**config.mk**
```make
export PLATFORM = sky130hd
export DESIGN_NAME = adc_enable_sequencer
export DESIGN_NICKNAME = d
export VERILOG_FILES = /design/src/aes_pkg.sv /design/src/aes_ctl_if.sv /design/src/adc_enable_sequencer.sv /design/src/aes_conv_engine.sv /design/src/aes_settle_timer.sv
export SDC_FILE = /design/constraint.sdc
export NUM_CORES = 1
export LEC_CHECK = 0
export BUFFER_PORTS_ARGS = -buffer_cell sky130_fd_sc_hd__buf_2
export CAP_MARGIN = 40
export CORE_UTILIZATION = 45
export DETAILED_ROUTE_END_ITERATION = 6
export HOLD_SLACK_MARGIN = 0.15
export PLACE_DENSITY_LB_ADDON = 0.05
export SLEW_MARGIN = 20
export SYNTH_ARGS = -nofsm -noshare
export SYNTH_HDL_FRONTEND = slang
export SYNTH_SLANG_ARGS = --single-unit
```
**constraint.sdc**
```tcl
create_clock -name ref_clk -period 4.3 [get_ports ref_clk]
set_clock_uncertainty 0.2 [all_clocks]
set_input_delay 0.86 -clock ref_clk [delete_from_list [all_inputs] [get_ports ref_clk]]
set_output_delay 0.86 -clock ref_clk [all_outputs]
set_load 0.05 [all_outputs]
```
**src/aes_pkg.sv**
```systemverilog
// Functional notes
// RQ1: first variant settling is 72 to 324 cycles by 3-bit divider code.
// RQ2: converter stays in transition for base period times settling cycles.
// RQ3: second variant base count: 00=36, 01=20, 10=9, 11=44 cycles.
// RQ4: second variant settling count is base count times division ratio.
// RQ5: code 0x80 gives ratio one; 0x00..0x3f give ratios two to 65.
// RQ6: read-only ready bit is 1 when enabled, 0 when stopped.
// RQ7: conversion requests while stopped are dropped, never held.
// RQ8: leaving enabled state aborts a running conversion at once.
// RQ9: enable 1 reaches ready after settling; enable 0 stops immediately.
// RQ10: software writes compare setup only when idle, not settling or converting.
// RQ11: first variant: program compare setup before the enable register.
// RQ12: second variant: divider, then base select, then enable.
// RQ13: software leaves base select alone during settling.
// RQ14: software clears enable before entering low-power modes.
// RQ15: second variant reserved bits 7:6 and 3:2 read undefined.
// RQ16: base select at bits 5:4 read-write; select, ready, enable reset zero.
// RQ17: first variant bits 7:2 reserved, read zero.
// RQ18: each enable from stopped restarts count; clear during settling cancels.
// RQ19: ready rises cycle after last settling cycle, falls as enable clears.
package aes_pkg;
    // ****************************************
    // register map
    // ****************************************
    localparam logic [3:0] AES_OFS_ENABLE = 4'h0;
    localparam logic [3:0] AES_OFS_COMPARE = 4'h4;
    localparam logic [3:0] AES_OFS_CONV = 4'h8;
    localparam logic [3:0] AES_OFS_STATUS = 4'hc;
    localparam int AES_BIT_ENABLE = 0;
    localparam int AES_BIT_READY = 1;
    localparam int AES_SEL_LSB = 4;
    localparam logic [7:0] AES_CT_RESET_V0 = 8'h07;
    localparam logic [7:0] AES_CT_RESET_V1 = 8'h07;
    localparam logic [7:0] AES_RATIO1_CODE = 8'h80;
    // ****************************************
    // settling counts
    // ****************************************
    localparam logic [11:0] AES_V0_BASE = 12'h048;
    localparam logic [11:0] AES_V0_STEP = 12'h024;
    localparam logic [5:0] AES_SEL0 = 6'h24;
    localparam logic [5:0] AES_SEL1 = 6'h14;
    localparam logic [5:0] AES_SEL2 = 6'h09;
    localparam logic [5:0] AES_SEL3 = 6'h2c;
    localparam int AES_CLK_MHZ = 125;
    localparam int AES_CONV_NS = 1000;
    localparam int AES_CONV_CYC = (AES_CONV_NS * AES_CLK_MHZ + 999) / 1000;
    localparam int AES_CNT_W = 12;
    typedef enum logic [1:0] {
        AES_STOPPED = 2'b00,
        AES_SETTLING = 2'b01,
        AES_ENABLED = 2'b11
    } aes_state_e;
endpackage : aes_pkg

```
**src/aes_ctl_if.sv**
```systemverilog
`timescale 1ns/1ps
interface aes_ctl_if;
    logic ready;
    logic conv_busy;
    logic conv_done;
    modport seq (output ready, input conv_busy, conv_done);
    modport conv (input ready, output conv_busy, conv_done);
endinterface : aes_ctl_if

```
**src/adc_enable_sequencer.sv**
```systemverilog
// Chosen here: the Avalon-MM slave port and the register addresses.
`timescale 1ns/1ps
module adc_enable_sequencer
    import aes_pkg::*;
#(
    parameter bit VARIANT = 1'b1
) (
    input wire logic ref_clk,
    input wire logic reset_n,
    input wire logic [3:0] avs_address,
    input wire logic avs_read,
    input wire logic avs_write,
    input wire logic [31:0] avs_writedata,
    input wire logic [3:0] avs_byteenable,
    output logic [31:0] avs_readdata,
    output logic avs_waitrequest,
    output logic ready,
    output logic conv_busy,
    output logic conv_done
);
    // ****************************************
    // registers
    // ****************************************
    logic enable_r;
    logic [1:0] sel_r;
    logic [7:0] ct_r;
    logic conv_start_r;
    logic ack_r;
    logic waitreq_r;
    logic [31:0] rdata_r;
    logic ready_r;
    logic busy_r;
    logic done_r;
    logic [11:0] target_r;
    aes_ctl_if ctl ();

    function automatic logic [11:0] f_settle(input logic v, input logic [7:0] ct,
                                             input logic [1:0] sel);
        logic [5:0] base;
        logic [6:0] ratio;
        base = 6'h00;
        ratio = 7'h00;
        // RQ3 base select
        unique case (sel)
            2'b00: base = AES_SEL0;
            2'b01: base = AES_SEL1;
            2'b10: base = AES_SEL2;
            2'b11: base = AES_SEL3;
        endcase
        // RQ5 ratio one code
        ratio = (ct == AES_RATIO1_CODE) ? 7'h01 : 7'(ct[5:0]) + 7'h02;
        // RQ1 first variant table
        if (!v) f_settle = AES_V0_BASE + 12'(ct[2:0]) * AES_V0_STEP;
        // RQ4 base times ratio
        else f_settle = 12'(base) * 12'(ratio);
    endfunction : f_settle

    wire logic req = (avs_read | avs_write) & ~ack_r;
    // write lands on the edge the master sees waitrequest low
    wire logic wr = avs_write & ack_r & avs_byteenable[0];
    wire logic wr_en = wr & (avs_address == AES_OFS_ENABLE);
    wire logic wr_ct = wr & (avs_address == AES_OFS_COMPARE);
    wire logic wr_cv = wr & (avs_address == AES_OFS_CONV);
    // RQ17 RQ15 reserved read zero
    wire logic [7:0] en_rd = VARIANT ? {2'b00, sel_r, 2'b00, ready_r, enable_r}
                                     : {6'h00, ready_r, enable_r};
    wire logic [7:0] ct_rd = VARIANT ? ct_r : {5'h00, ct_r[2:0]};
    logic [31:0] rmux;
    always_comb begin
        rmux = 32'h0000_0000;
        unique case (avs_address)
            AES_OFS_ENABLE: rmux = {24'h000000, en_rd};
            AES_OFS_COMPARE: rmux = {24'h000000, ct_rd};
            AES_OFS_STATUS: rmux = {30'h0, done_r, busy_r};
            default: rmux = 32'h0000_0000;
        endcase
    end

    always_ff @(posedge ref_clk or negedge reset_n) begin
        if (!reset_n) begin
            ack_r <= 1'b0;
            waitreq_r <= 1'b1;
            rdata_r <= 32'h0000_0000;
        end else begin
            ack_r <= req;
            waitreq_r <= ~req;
            rdata_r <= rmux;
        end
    end

    // RQ16 enable and select reset to zero; compare setup resets to 8'h07
    always_ff @(posedge ref_clk or negedge reset_n) begin
        if (!reset_n) begin
            enable_r <= 1'b0;
            sel_r <= 2'b00;
            ct_r <= VARIANT ? AES_CT_RESET_V1 : AES_CT_RESET_V0;
            conv_start_r <= 1'b0;
        end else begin
            // RQ9 enable bit write
            if (wr_en) enable_r <= avs_writedata[AES_BIT_ENABLE];
            if (wr_en && VARIANT) sel_r <= avs_writedata[AES_SEL_LSB +: 2];
            if (wr_ct) ct_r <= VARIANT ? avs_writedata[7:0] : {5'h00, avs_writedata[2:0]};
            conv_start_r <= wr_cv & avs_writedata[0];
        end
    end

    always_ff @(posedge ref_clk or negedge reset_n) begin
        if (!reset_n) begin
            target_r <= 12'h000;
            ready_r <= 1'b0;
            busy_r <= 1'b0;
            done_r <= 1'b0;
        end else begin
            target_r <= f_settle(VARIANT, ct_r, sel_r);
            ready_r <= ctl.ready;
            busy_r <= ctl.conv_busy;
            done_r <= ctl.conv_done;
        end
    end

    // ****************************************
    // submodules
    // ****************************************
    aes_settle_timer u_timer (
        .ref_clk(ref_clk),
        .reset_n(reset_n),
        .enable(enable_r),
        .target(target_r),
        .ctl(ctl.seq)
    );
    aes_conv_engine u_conv (
        .ref_clk(ref_clk),
        .reset_n(reset_n),
        .start(conv_start_r),
        .ctl(ctl.conv)
    );

    assign avs_readdata = rdata_r;
    assign avs_waitrequest = waitreq_r;
    assign ready = ready_r;
    assign conv_busy = busy_r;
    assign conv_done = done_r;
endmodule : adc_enable_sequencer

```
**src/aes_conv_engine.sv**
```systemverilog
`timescale 1ns/1ps
module aes_conv_engine
    import aes_pkg::*;
(
    input wire logic ref_clk,
    input wire logic reset_n,
    input wire logic start,
    aes_ctl_if.conv ctl
);
    // ****************************************
    // conversion timer
    // ****************************************
    logic [7:0] cnt_r;
    logic busy_r;
    logic done_r;
    wire logic accept = start & ctl.ready & ~busy_r;
    wire logic last = busy_r & (cnt_r == 8'(AES_CONV_CYC - 1));
    assign ctl.conv_busy = busy_r;
    assign ctl.conv_done = done_r;
    always_ff @(posedge ref_clk or negedge reset_n) begin
        if (!reset_n) begin
            busy_r <= 1'b0;
            cnt_r <= 8'h00;
            done_r <= 1'b0;
        // RQ8 abort on stop
        end else if (!ctl.ready) begin
            busy_r <= 1'b0;
            cnt_r <= 8'h00;
            done_r <= 1'b0;
        end else begin
            // RQ7 drop when stopped
            busy_r <= accept | (busy_r & ~last);
            cnt_r <= busy_r ? cnt_r + 8'h01 : 8'h00;
            done_r <= last;
        end
    end
endmodule : aes_conv_engine

```
**src/aes_settle_timer.sv**
```systemverilog
`timescale 1ns/1ps
module aes_settle_timer
    import aes_pkg::*;
(
    input wire logic ref_clk,
    input wire logic reset_n,
    input wire logic enable,
    input wire logic [11:0] target,
    aes_ctl_if.seq ctl
);
    // ****************************************
    // enable sequencer
    // ****************************************
    aes_state_e state_r;
    aes_state_e state_nxt;
    logic [11:0] cnt_r;
    wire logic expired = (cnt_r == target - 12'h001);
    always_comb begin
        state_nxt = state_r;
        unique case (state_r)
            AES_STOPPED: if (enable) state_nxt = AES_SETTLING;
            AES_SETTLING: begin
                // RQ18 cancel on clear
                if (!enable) state_nxt = AES_STOPPED;
                // RQ19 ready after last
                else if (expired) state_nxt = AES_ENABLED;
            end
            AES_ENABLED: if (!enable) state_nxt = AES_STOPPED;
            default: state_nxt = AES_STOPPED;
        endcase
    end
    always_ff @(posedge ref_clk or negedge reset_n) begin
        if (!reset_n) begin
            state_r <= AES_STOPPED;
            cnt_r <= 12'h000;
        end else begin
            state_r <= state_nxt;
            // RQ2 count settling cycles
            cnt_r <= (state_r == AES_SETTLING) ? cnt_r + 12'h001 : 12'h000;
        end
    end
    // RQ6 ready from state
    assign ctl.ready = (state_r == AES_ENABLED);
endmodule : aes_settle_timer

```
# Word-level counts from Yosys, hierarchy flattened
# Index checks and enable logic that the tools add are counted.
[classes] n_reduce_logical=4 n_bitwise=17 n_mux=13 mul=1 eq_ne=14 addsub=4
[op_table] op="$pmux W6 S4" count=1
[op_table] op="$pmux W8 S3" count=1
[op_table] op="$mux W8" count=2
[op_table] op="$add A12 B1 Y12 const B" count=1
[op_table] op="$eq A12 B12 Y1" count=1
[op_table] op="$mul A6 B7 Y12" count=1
[op_table] op="$mux W12" count=1
[op_table] op="$sub A12 B1 Y12 const B" count=1
[op_table] op="$and A1 B1 Y1" count=11
[op_table] op="$add A8 B1 Y8 const B" count=1
[op_table] op="$eq A4 B4 Y1 const B" count=2
[op_table] op="$eq A8 B7 Y1 const B" count=1
[op_table] op="$eq A8 B8 Y1 const B" count=1
[op_table] op="$mux W2" count=4
[op_table] op="$add A6 B2 Y7 const B" count=1
[op_table] op="$mux W7" count=1
[op_table] op="$eq A2 B2 Y1 const B" count=3
[op_table] op="$pmux W2 S3" count=1
[op_table] op="$eq A2 B1 Y1 const B" count=2
[op_table] op="$eq A4 B3 Y1 const B" count=1
[op_table] op="$logic_not A2 Y1" count=2
[op_table] op="$logic_not A4 Y1" count=1
[op_table] op="$ne A2 B2 Y1 const B" count=2
[op_table] op="$not A1 Y1" count=4
[op_table] op="4 further kinds" count=6
[word_totals] input_bits=44 register_bits=85 output_inout_bits=36 elab_cells=69

# Depth between registers and ports, before layout
# Gate-level depths: netlist of the first run.
[logic_depth] depth_word=6 ltp_mapped=19 mapped_depth_nobuf=18

# Modules after synthesis
# Synthesis of the first run repeated with hierarchy kept, for this count alone.
[hier_totals] hier_cells=416 area_unflattened_um2=4127.7
[by_module_without_submodules] module="adc_enable_sequencer" cells_per_inst=246 n_inst=1 seq_area_each_um2=930.9 area_each_um2=2611.3
[by_module_without_submodules] module="aes_settle_timer" cells_per_inst=127 n_inst=1 seq_area_each_um2=350.3 area_each_um2=1074.8
[by_module_without_submodules] module="aes_conv_engine" cells_per_inst=43 n_inst=1 seq_area_each_um2=250.2 area_each_um2=441.7

# Worst setup path before layout of the first run
# No wires, ideal clock.
[synth_timing] kind="register to register" start="register ct_r[1]" end="register target_r[11]" n_path_buf=0 required_ns=3.977 synth_period_minus_slack_ns=4.412 setup_ns=0.123 slack_ns=-0.112 path_stages_with_launch=15 arrival_time_ns=4.090 path_cell_list="dfstp_2 > nor4b_1 > a21oi_1 > nand2b_1 > fa_1 > fa_1 > fa_1 > inv_1 > ha_1 > a21o_1 > a21oi_1 > nand2b_1 > a21oi_1 > o41a_1 > xnor2_1"
[synth_between] elab_chain_len=3 elab_cells_between_ends=4 classes_between="1 x add/sub; 1 x mul; 1 x eq/ne; 1 x mux"
[synth_rtl] item="from (decl)" line="adc_enable_sequencer.sv:26" source="logic [7:0] ct_r;"
[synth_rtl] item="from (signal assigned)" line="adc_enable_sequencer.sv:96" source="ct_r <= VARIANT ? AES_CT_RESET_V1 : AES_CT_RESET_V0;"
[synth_rtl] item="from (signal assigned)" line="adc_enable_sequencer.sv:102" source="if (wr_ct) ct_r <= VARIANT ? avs_writedata[7:0] : {5'h00, avs_writedata[2:0]};"
[synth_rtl] item="$add A6 B2 Y7 or $eq A8 B8 Y1 (tied branches)" line="adc_enable_sequencer.sv:51" source="ratio = (ct == AES_RATIO1_CODE) ? 7'h01 : 7'(ct[5:0]) + 7'h02;"
[synth_rtl] item="$mux W7 (*)" line="adc_enable_sequencer.sv:51"
[synth_rtl] item="$mul A6 B7 Y12 (*)" line="adc_enable_sequencer.sv:55" source="else f_settle = 12'(base) * 12'(ratio);"
[synth_rtl] item="to (signal assigned)" line="adc_enable_sequencer.sv:114" source="target_r <= f_settle(VARIANT, ct_r, sel_r);"
[synth_rtl] item="to (decl)" line="adc_enable_sequencer.sv:34" source="logic [11:0] target_r;"
# Every way passes the cells marked *; elsewhere a longest branch is shown, timed or not.
# A chain may end at the register's enable or synchronous reset.

# Worst setup path in the final report of the first run
[layout_timing] start="register ct_r[2]" end="register target_r[11]"
# The elaborated chain is that of the path after synthesis.

==> results.json, run 1 <==
{
  "run_status": "complete, no violations",
  "globalRouteMet2Util_pct": 29.8,
  "h_tree_level_count": 3,
  "postSynthCellCount": 415,
  "most-common-layout-cells": "57 x sky130_fd_sc_hd__dfrtp_1, 46 x sky130_fd_sc_hd__nor2_1, 40 x sky130_fd_sc_hd__inv_1",
  "cts_sinks": 61,
  "clock_insertion_delay_worst_skew_ns": 0.35,
  "numPlacedInstances": 569,
  "worst_setup_path_start_kind": "flip-flop",
  "cts-buffers-inserted": 9,
  "max-clock-path-buffers": 2,
  "ys_seq_area_share_pct": 37.6,
  "tritoncts": "yes",
  "netlist-cell-type-count": 51,
  "maximum_operating_frequency_mhz": 235,
  "residual_drc": 0,
  "drt-vias-per-instance": 4.86,
  "holdBufCountCts": 0,
  "overall_die_area_um2": 9430,
  "clock_tree.root_cell": "sky130_fd_sc_hd__clkbuf_8",
  "post_synth_edffs": 0,
  "timing.critical_path.to": "target_r[11]",
  "setup_viol_count_final": 0,
  "via_count": 2866,
  "crit-reg2reg-launch": "ct_r[2]",
  "routabilityCongestion": 0.787,
  "synth-seq-cells": 61,
  "timing.reg2reg.setup_slack_ns": 0.04,
  "initial_core_util_pct": 46.7,
  "min_from": "u_conv.ctl.conv_done",
  "global_route.peak_usage_layer": "met2",
  "routed_antenna_nets": 0,
  "worstSetupEndpointType": "flip-flop",
  "die_width_um": 97.1,
  "synthesis.yosys.warnings": 0,
  "avgRoutedWirePerCell_um": 12.8,
  "std_cell_rows": 34,
  "number_of_antenna_violations_at_the_first_check_in_global_routing": 0,
  "critical_path.max_fanout": 5,
  "chipHeight_um": 97.1,
  "drt_iter0_markers": 79,
  "grt_util_met1_pct": 22.3,
  "criticalPathCategory": "flip-flop to flip-flop",
  "fin_crit_sh_pct": 99.1,
  "crit_start": "ct_r[2]",
  "layout.cells.non_filler": 590,
  "min_path_type": "flip-flop to flip-flop",
  "grt_overflow": 0,
  "reg2reg_depth": 15,
  "worst_ep_required_time_ns": 4.31,
  "dominantRegCellSynth": "sky130_fd_sc_hd__dfrtp_1",
  "final_layout_size_suffix_gt1_share_pct": 21.8,
  "leading_cell_type_in_the_layout_fill_and_taps_excluded": "sky130_fd_sc_hd__dfrtp_1",
  "finalHoldViolations": 0,
  "p_leak_uw": 0.00240,
  "met3_usage_pct": 4.10,
  "area_growth_syn_to_layout_pct": 17.4,
  "report.final.slew_viol_count": 0,
  "groute.usage.overall_pct": 17.9,
  "worst_r2r_endpoint": "target_r[11]",
  "post-route-min-period_ns": 4.26,
  "via_count_of_the_first_global_routing_pass": 2960,
  "mappedNetlistArea_um2": 4070,
  "timing.critical_path.arrival_ns": 4.27,
  "port_buffers": 28,
  "dpl.hpwl_um": 5880,
  "async_flop_share_pct": 100,
  "unrepaired_setup_endpoints_after_global_routing": "true",
  "nNetsFinal": 566,
  "grt_pass1_wl_um": 13500,
  "maximum_number_of_pins_on_one_net_before_global_route_repair": 26,
  "clk_transition_reported_paths_ns": 0.08,
  "core_region_area_um2": 8720,
  "insertedDiodeCount": 0,
  "pin_count": 80,
  "drt_pass1_iterations": 4,
  "power_density_nw_per_um2": 437,
  "timing.setup.tns_ns": 0,
  "avgSynthCellArea_um2": 9.81,
  "max_cap_violations": 0,
  "irDropWorstVdd_mv": 0.198,
  "routed_wirelength_um": 7520
}
-- cell usage after synthesis, drive strengths merged, types with 10 or more instances --
library cell  count  area share, %
a21oi            10            1.3
xor2             22            4.7
ha               31            9.5
nand3            22            2.7
nor2             48            4.5
and3             18            2.8
inv              40            3.7
xnor2            18            3.9
dfrtp            57             35
nor2b            11            1.7
fa               14            6.9
nand2            12            1.1
buf              25            4.5
-- what timing repair did --
| action | CTS | global route |
|---|---|---|
| endpoints found under the hold margin | 0 | 0 |
| buffers inserted | 1 | 4 |
| endpoints found under the setup margin | 2 | 3 |
| gates resized for setup | 6 | 8 |
| pin swaps | 8 | 4 |
-- layout make-up --
class / count / area [um^2]
fillers: 791 / 3940
multi-input cells: 304 / 2380
flip-flops and latches: 61 / 1530
repair buffers: 61 / 408
inverters: 40 / 150
well taps: 108 / 135
clock buffers: 9 / 124
clock inverters: 7 / 51.3
-- metal layers --
layer	up-vias	share of wire, %
met1	1371	47
li1	1448	-
met5	-	0
met2	32	49
met3	15	2.3
met4	0	2.1
-- how the worst min path moves through the flow --
| stage | endpoint | cells after the start |
|---|---|---|
| 6_report | conv_done | 0 |
| 5_1_grt | conv_done | 0 |
| 4_1_cts | conv_done | 0 |
| 3_5_place_dp | conv_done | 0 |
| 3_3_place_gp | conv_done | 0 |
| 2_1_floorplan | conv_done | 0 |
-- critical path: stages (launching register included) --
cell and delay, ns:
sky130_fd_sc_hd__dfstp_2 0.61, sky130_fd_sc_hd__nor4_4 0.08, sky130_fd_sc_hd__nand2_2 0.12, sky130_fd_sc_hd__nand2_2 0.06, sky130_fd_sc_hd__or2_1 0.23, sky130_fd_sc_hd__fa_1 0.57, sky130_fd_sc_hd__fa_1 0.43, sky130_fd_sc_hd__fa_1 0.51
sky130_fd_sc_hd__inv_1 0.05, sky130_fd_sc_hd__ha_1 0.27, sky130_fd_sc_hd__a21o_1 0.19, sky130_fd_sc_hd__a21oi_2 0.14, sky130_fd_sc_hd__nand2b_4 0.15, sky130_fd_sc_hd__a21oi_4 0.06, sky130_fd_sc_hd__o41a_1 0.32, sky130_fd_sc_hd__xnor2_1 0.14
-- cells by family after synthesis --
kind of cell,Yosys count,synth area share (%)
AOI/OAI and AO/OA,32,5.32
xor gates and xnor gates,40,8.60
adders and majority gates,45,16.4
buffers and inverters,73,8.94
DFF,61,37.6
muxes,16,4.21
other,1,0.0921
and+or+nand+nor,147,18.8
-- metrics by stage --
step / worst slack (ns) / utilization, % / cell area [um^2] / total power, uW / hold WS [ns]
3_3_place_gp: -0.0971 / 51.1 / 4460 / 1580 / 0.141
3_5_place_dp: -0.107 / 51.4 / 4490 / 1590 / 0.136
6_report: 0.0405 / 54.8 / 4780 / 2090 / 0.159
4_1_cts: 0.0105 / 54.0 / 4710 / 2080 / 0.165
5_1_grt: -0.151 / 54.8 / 4780 / 2280 / 0.171
2_1_floorplan: 0.00787 / - / 4200 / 1350 / 0.131
-- state kept, by name, summed over array words and instances (netlist names) --
name / count
target_r: 12
conv_start_r: 1
avs_readdata: 8
ack_r: 1
u_timer.cnt_r: 12
u_conv.cnt_r: 8
avs_waitrequest: 1
u_conv.ctl.conv_done: 1
ct_r: 8
enable_r: 1
sel_r: 2
u_conv.ctl.conv_busy: 1
u_timer.state_r: 2
ready: 1
conv_done: 1
conv_busy: 1
-- report_power, final --
group	switching (uW)	internal, uW	leakage, uW
sequential	76.9	644	0.000809
combinational	490	434	0.00151
clock	235	210	0.0000856
Note: power is estimated with default switching activity, not from simulation.
==> run 2, diff against run 1 <==
--- a/config.mk
+++ b/config.mk
@@ -6,7 +6,7 @@
 export NUM_CORES = 1
 export LEC_CHECK = 0
 export BUFFER_PORTS_ARGS = -buffer_cell sky130_fd_sc_hd__buf_2
-export CAP_MARGIN = 40
+export CORE_ASPECT_RATIO = 0.6
 export CORE_UTILIZATION = 45
 export DETAILED_ROUTE_END_ITERATION = 6
 export HOLD_SLACK_MARGIN = 0.15
==> results.json, run 2 (synthesized netlist as in run 1, its figures left out) <==
{
  "criticalPathCategory": "flip-flop to flip-flop",
  "maximum_operating_frequency_mhz": 232,
  "postLayoutSetupSlackWorst_ns": -0.00359,
  "p_leak_uw": 0.00245,
  "port_buffers": 28,
  "critical_path.max_fanout": 3,
  "slew_headroom_pct": 45.0,
  "post-route-min-period_ns": 4.30,
  "chipHeight_um": 75.7,
  "via_count_of_the_first_global_routing_pass": 2660,
  "max_cap_violations": 0,
  "critPathSlowestCell": "sky130_fd_sc_hd__fa_1",
  "final_layout_size_suffix_gt1_share_pct": 20.7,
  "post_dp_cell_area_um2": 4450,
  "groute.usage.overall_pct": 18.9,
  "grt_pass1_wl_um": 13400,
  "pin_count": 80,
  "drt_pass1_iterations": 6,
  "critical-path-top-delay-family": "adder cells",
  "layout.cells.non_filler": 590,
  "std_cell_rows": 26,
  "cts-buffers-inserted": 9,
  "max-clock-path-buffers": 2,
  "cts_sinks": 61,
  "via_count": 2899,
  "run_status": "complete, but fails checks",
  "numPlacedInstances": 570,
  "fin_area_um2": 4860,
  "avgRoutedWirePerCell_um": 13.7,
  "number_of_antenna_violations_at_the_first_check_in_global_routing": 0,
  "drt_iter0_markers": 130,
  "holdBufCountCts": 0,
  "initial_core_util_pct": 47.1,
  "core_region_area_um2": 8650,
  "nFillCells": 776,
  "residual_drc": 2,
  "worstSetupEndpointType": "flip-flop",
  "most-common-layout-cells": "57 x sky130_fd_sc_hd__dfrtp_1, 45 x sky130_fd_sc_hd__nor2_1, 40 x sky130_fd_sc_hd__inv_1",
  "max_stage_delay_ns": 0.52,
  "cp_cell_sequence": "nor4_4 -> buf_4 -> a21oi_2 -> nand2b_4 -> fa_1 -> fa_1 -> fa_1 -> inv_1 -> ha_1 -> a21o_1 -> a21oi_2 -> nand2b_4 -> a21oi_2 -> o41a_1 -> xnor2_1",
  "drt-vias-per-instance": 4.91,
  "clk_transition_reported_paths_ns": 0.05,
  "insertedDiodeCount": 0,
  "tritoncts": "yes",
  "violated_checks": "design-rule violations, negative setup slack",
  "min_path_type": "flip-flop to flip-flop",
  "maximum_number_of_pins_on_one_net_before_global_route_repair": 38,
  "nNetsFinal": 563,
  "die_width_um": 125,
  "routed_antenna_nets": 0,
  "timing.critical_path.arrival_ns": 4.29,
  "dpl.hpwl_um": 6290,
  "biggest_registers_after_layout": "target_r: 12 flops, u_timer.cnt_r: 12 flops",
  "area_growth_syn_to_layout_pct": 19.4,
  "overall_die_area_um2": 9440,
  "irDropWorstVdd_mv": 0.292,
  "grt_overflow": 0,
  "clock_insertion_delay_worst_skew_ns": 0.32,
  "p_total_uw": 2380,
  "timing.setup.tns_ns": -0.00359,
  "power_density_nw_per_um2": 491,
  "report.final.slew_viol_count": 0,
  "worst_setup_path_start_kind": "flip-flop",
  "setup_viol_count_final": 1,
  "unrepaired_setup_endpoints_after_global_routing": "true",
  "clock_tree.root_cell": "sky130_fd_sc_hd__clkbuf_16",
  "routed_wirelength_um": 8100,
  "leading_cell_type_in_the_layout_fill_and_taps_excluded": "sky130_fd_sc_hd__dfrtp_1",
  "fin_crit_sh_pct": 100,
  "worst_ep_required_time_ns": 4.29,
  "routabilityCongestion": 0.841,
  "detailedPlace.worstSlack_ns": -0.142,
  "finalHoldViolations": 0,
  "h_tree_level_count": 3,
  "worst-slew-pin-transition_ns": 0.824,
  "timing.reg2reg.setup_slack_ns": -0.004,
  "critical_path.n_buffers_inverters": 2
}
run 2: cell types whose count changed in the layout (fill, tap and decap cells not counted), moves of 2 or more:
cell / previous run / this run
sky130_fd_sc_hd__buf_4: 32 / 30
sky130_fd_sc_hd__clkbuf_16: 0 / 9
sky130_fd_sc_hd__clkinvlp_4: 2 / 0
sky130_fd_sc_hd__clkbuf_8: 9 / 1
run 2: layer usage:
| layer | GRT usage, % | vias to the layer above | share of wire [%] |
|---|---|---|---|
| li1 | - | 1442 | - |
| met1 | 28.3 | 1377 | 54 |
| met2 | 26.3 | 76 | 40 |
| met3 | 5.55 | 4 | 4.8 |
| met4 | 4.94 | 0 | 0.35 |
| met5 | 0 | - | 0 |
run 2: per-stage QoR:
| stage | hold WS (ns) | util [%] |
|---|---|---|
| 6_report | 0.151 | 56.2 |
| 5_1_grt | 0.166 | 56.2 |
| 4_1_cts | 0.153 | 56.0 |
| 3_5_place_dp | 0.144 | 51.4 |
| 3_3_place_gp | 0.140 | 51.4 |
| 2_1_floorplan | 0.131 | - |
run 2: what timing repair did:
action	CTS	global route
buffers inserted	4	1
resized for setup	11	1
setup endpoints to repair	2	2
pin swaps	13	2
run 2: where the power goes:
part	leakage [uW]	internal [uW]	switching, uW
clock	0.000145	459	238
combinational	0.00149	450	513
sequential	0.000809	645	79.4
total	0.00245	1550	830
run 2: final cells by class:
cell class	count	area, um^2	area share (%)
clock buffer	11	243	4.99
clock inverter	4	48.8	1.00
inverter	40	150	3.09
multi-input combinational	304	2380	49.0
sequential	61	1530	31.5
tap	112	140	2.88
timing repair buffer	58	365	7.52
run 2: worst paths after layout:
kind	start	cells after the start	endpoint
hold / removal	u_conv.ctl.conv_done	0	conv_done
max in group asynchronous	reset_n	2	ct_r[1]
setup / recovery	ct_r[3]	15	target_r[11]
min in group asynchronous	reset_n	1	u_conv.cnt_r[5]
hold reg to reg	u_conv.ctl.conv_done	0	conv_done
setup reg to reg	ct_r[3]	15	target_r[11]
==> run 3, diff against run 2 <==
--- a/config.mk
+++ b/config.mk
@@ -7,7 +7,7 @@
 export LEC_CHECK = 0
 export BUFFER_PORTS_ARGS = -buffer_cell sky130_fd_sc_hd__buf_2
 export CORE_ASPECT_RATIO = 0.6
-export CORE_UTILIZATION = 45
+export CORE_UTILIZATION = 51
 export DETAILED_ROUTE_END_ITERATION = 6
 export HOLD_SLACK_MARGIN = 0.15
 export PLACE_DENSITY_LB_ADDON = 0.05
==> results.json, run 3 (synthesized netlist as in run 1, its figures left out) <==
{
  "maximum_operating_frequency_mhz": 233,
  "layout.cells.non_filler": 581,
  "port_buffers": 28,
  "unrepaired_setup_endpoints_after_global_routing": "true",
  "p_leak_uw": 0.00241,
  "critPathSlowestCell": "sky130_fd_sc_hd__fa_1",
  "slew_headroom_pct": 58.9,
  "regArea_um2": 1530,
  "worst_ep_required_time_ns": 4.31,
  "max_cap_violations": 0,
  "fin_area_um2": 4810,
  "insertedDiodeCount": 0,
  "nFillCells": 635,
  "h_tree_level_count": 3,
  "grt_util_met1_pct": 30.7,
  "clk_transition_reported_paths_ns": 0.05,
  "area_growth_syn_to_layout_pct": 18.2,
  "chipHeight_um": 71.2,
  "max_stage_delay_ns": 0.54,
  "globalRouteMet2Util_pct": 29.8,
  "nNetsFinal": 561,
  "run_status": "complete, no violations",
  "avgRoutedWirePerCell_um": 13.7,
  "power_switching_share_pct": 36.5,
  "irDropWorstVdd_mv": 0.256,
  "residual_drc": 0,
  "die_width_um": 117,
  "power.net_switching_uw": 835,
  "groute.usage.overall_pct": 20.8,
  "cp_common_cell": "sky130_fd_sc_hd__fa_1",
  "drt-vias-per-instance": 4.99,
  "critical_path.max_fanout": 5,
  "power_density_nw_per_um2": 476,
  "comb_power_share_pct": 39.9,
  "initial_core_util_pct": 54.5,
  "drt_iter0_markers": 131,
  "routabilityCongestion": 0.858,
  "worst-slew-pin-transition_ns": 0.616,
  "pin_count": 80,
  "post-route-min-period_ns": 4.29,
  "maximum_number_of_pins_on_one_net_before_global_route_repair": 51,
  "std_cell_rows": 24,
  "met3_usage_pct": 4.94,
  "routed_antenna_nets": 0,
  "grt_overflow": 0,
  "leading_cell_type_in_the_layout_fill_and_taps_excluded": "sky130_fd_sc_hd__dfrtp_1",
  "clock_tree.root_cell": "sky130_fd_sc_hd__clkbuf_16",
  "max-clock-path-buffers": 2,
  "power.internal_uw": 1450,
  "timing.critical_path.arrival_ns": 4.30,
  "most-common-layout-cells": "57 x sky130_fd_sc_hd__dfrtp_1, 44 x sky130_fd_sc_hd__nor2_1, 39 x sky130_fd_sc_hd__inv_1",
  "grt_pass1_wl_um": 13500,
  "overall_die_area_um2": 8360,
  "report.final.slew_viol_count": 0,
  "core_region_area_um2": 7480,
  "final_layout_size_suffix_gt1_share_pct": 20.5,
  "setup_viol_count_final": 0,
  "share_clk_of_total_power_pct": 28.3,
  "post_dp_cell_area_um2": 4430,
  "biggest_registers_after_layout": "target_r: 12 flops, u_timer.cnt_r: 12 flops",
  "via_count": 2901,
  "fin_crit_sh_pct": 99.8,
  "cp_cell_sequence": "nor4_4 -> nand2_2 -> buf_4 -> and3_1 -> fa_1 -> fa_1 -> inv_1 -> fa_1 -> inv_1 -> ha_4 -> a21oi_2 -> nand2b_1 -> a21oi_1 -> o41a_1 -> xnor2_1",
  "criticalPathCategory": "flip-flop to flip-flop",
  "worst_setup_path_start_kind": "flip-flop",
  "cts_sinks": 61,
  "utilization_pct": 64.3,
  "via_count_of_the_first_global_routing_pass": 2823,
  "min_path_type": "flip-flop to flip-flop",
  "finalHoldViolations": 0,
  "routed_wirelength_um": 7950,
  "timing.setup.tns_ns": 0,
  "dpl.hpwl_um": 6100,
  "global_route.peak_usage_layer": "met1",
  "clock_insertion_delay_worst_skew_ns": 0.33,
  "worstSetupEndpointType": "flip-flop",
  "tritoncts": "yes",
  "drt_pass1_iterations": 4,
  "cts-buffers-inserted": 9,
  "multi_input_comb_area_um2": 2370,
  "sequentialPowerShare_pct": 31.7,
  "numPlacedInstances": 561,
  "number_of_antenna_violations_at_the_first_check_in_global_routing": 0
}
==> run 3: cell count changes in the layout (fill, tap and decap cells not counted), sizes merged <==
cell,previous run,this run
buf,58,55
bufinv,1,0
clkinv,3,1
clkinvlp,0,3
dlygate4sd3,0,1
inv,40,41
==> run 3: final timing paths <==
| path | from | to | slack [ns] | depth (start not counted) |
|---|---|---|---|---|
| min in group asynchronous | reset_n | u_timer.cnt_r[9] | 0.35 | 1 |
| max | ct_r[2] | target_r[11] | 0.007 | 15 |
| min reg2reg | u_conv.ctl.conv_busy | conv_busy | 0.25 | 0 |
| max reg2reg | ct_r[2] | target_r[11] | 0.007 | 15 |
| min | u_conv.ctl.conv_busy | conv_busy | 0.25 | 0 |
| max in group asynchronous | reset_n | ct_r[2] | 2.87 | 2 |
==> run 3: per-stage QoR <==
step | setup WS [ns] | hold WS, ns | total power (uW)
2_1_floorplan | 0.00787 | 0.131 | 1350
4_1_cts | 0.00287 | 0.248 | 2270
3_5_place_dp | -0.140 | 0.136 | 1580
6_report | 0.00745 | 0.249 | 2290
5_1_grt | -0.189 | 0.264 | 2460
3_3_place_gp | -0.0694 | 0.139 | 1560
==> run 3: metal layers <==
metal | wire length, um | share of wire (%)
met2 | 3140 | 40
met4 | 99 | 1.2
met3 | 330 | 4.2
met5 | 0 | 0
met1 | 4380 | 55
==> run 3: timing repair <==
action | 4_1_cts | 5_1_grt
endpoints found under the hold margin | 1 | 0
hold buffers | 1 | 0
pin swaps | 6 | 7
resized for setup | 5 | 9
setup buffers | 2 | 1
setup endpoints to repair | 2 | 2
==> run 3: area by class of cell <==
type	count	area share, %
multi-input combinational	304	49.4
sequential	61	31.8
timing repair buffer	56	7.39
clock buffer	11	4.84
inverter	40	3.12
tap	104	2.70
clock inverter	5	0.754
==> run 3: power groups by stage <==
stage | combinational (uW) | clock [uW] | sequential (uW)
final | 914 | 649 | 727
after global routing | 1030 | 691 | 739
after CTS | 882 | 663 | 725
after detailed placement | 850 | 0 | 733
after global placement | 828 | 0 | 732
after floorplan | 626 | 0 | 721
==> run 3: worst max-delay path: cells and delay by family, from the launching register on <==
family                   cells  cell delay, ns
buffers and inverters        3            0.27
XOR/XNOR                     1            0.14
flip-flops                   1            0.41
adder cells (fa/ha/maj)      4            1.77
AO/OA/AOI/OAI                3            0.56
AND/OR/NAND/NOR              4            0.80
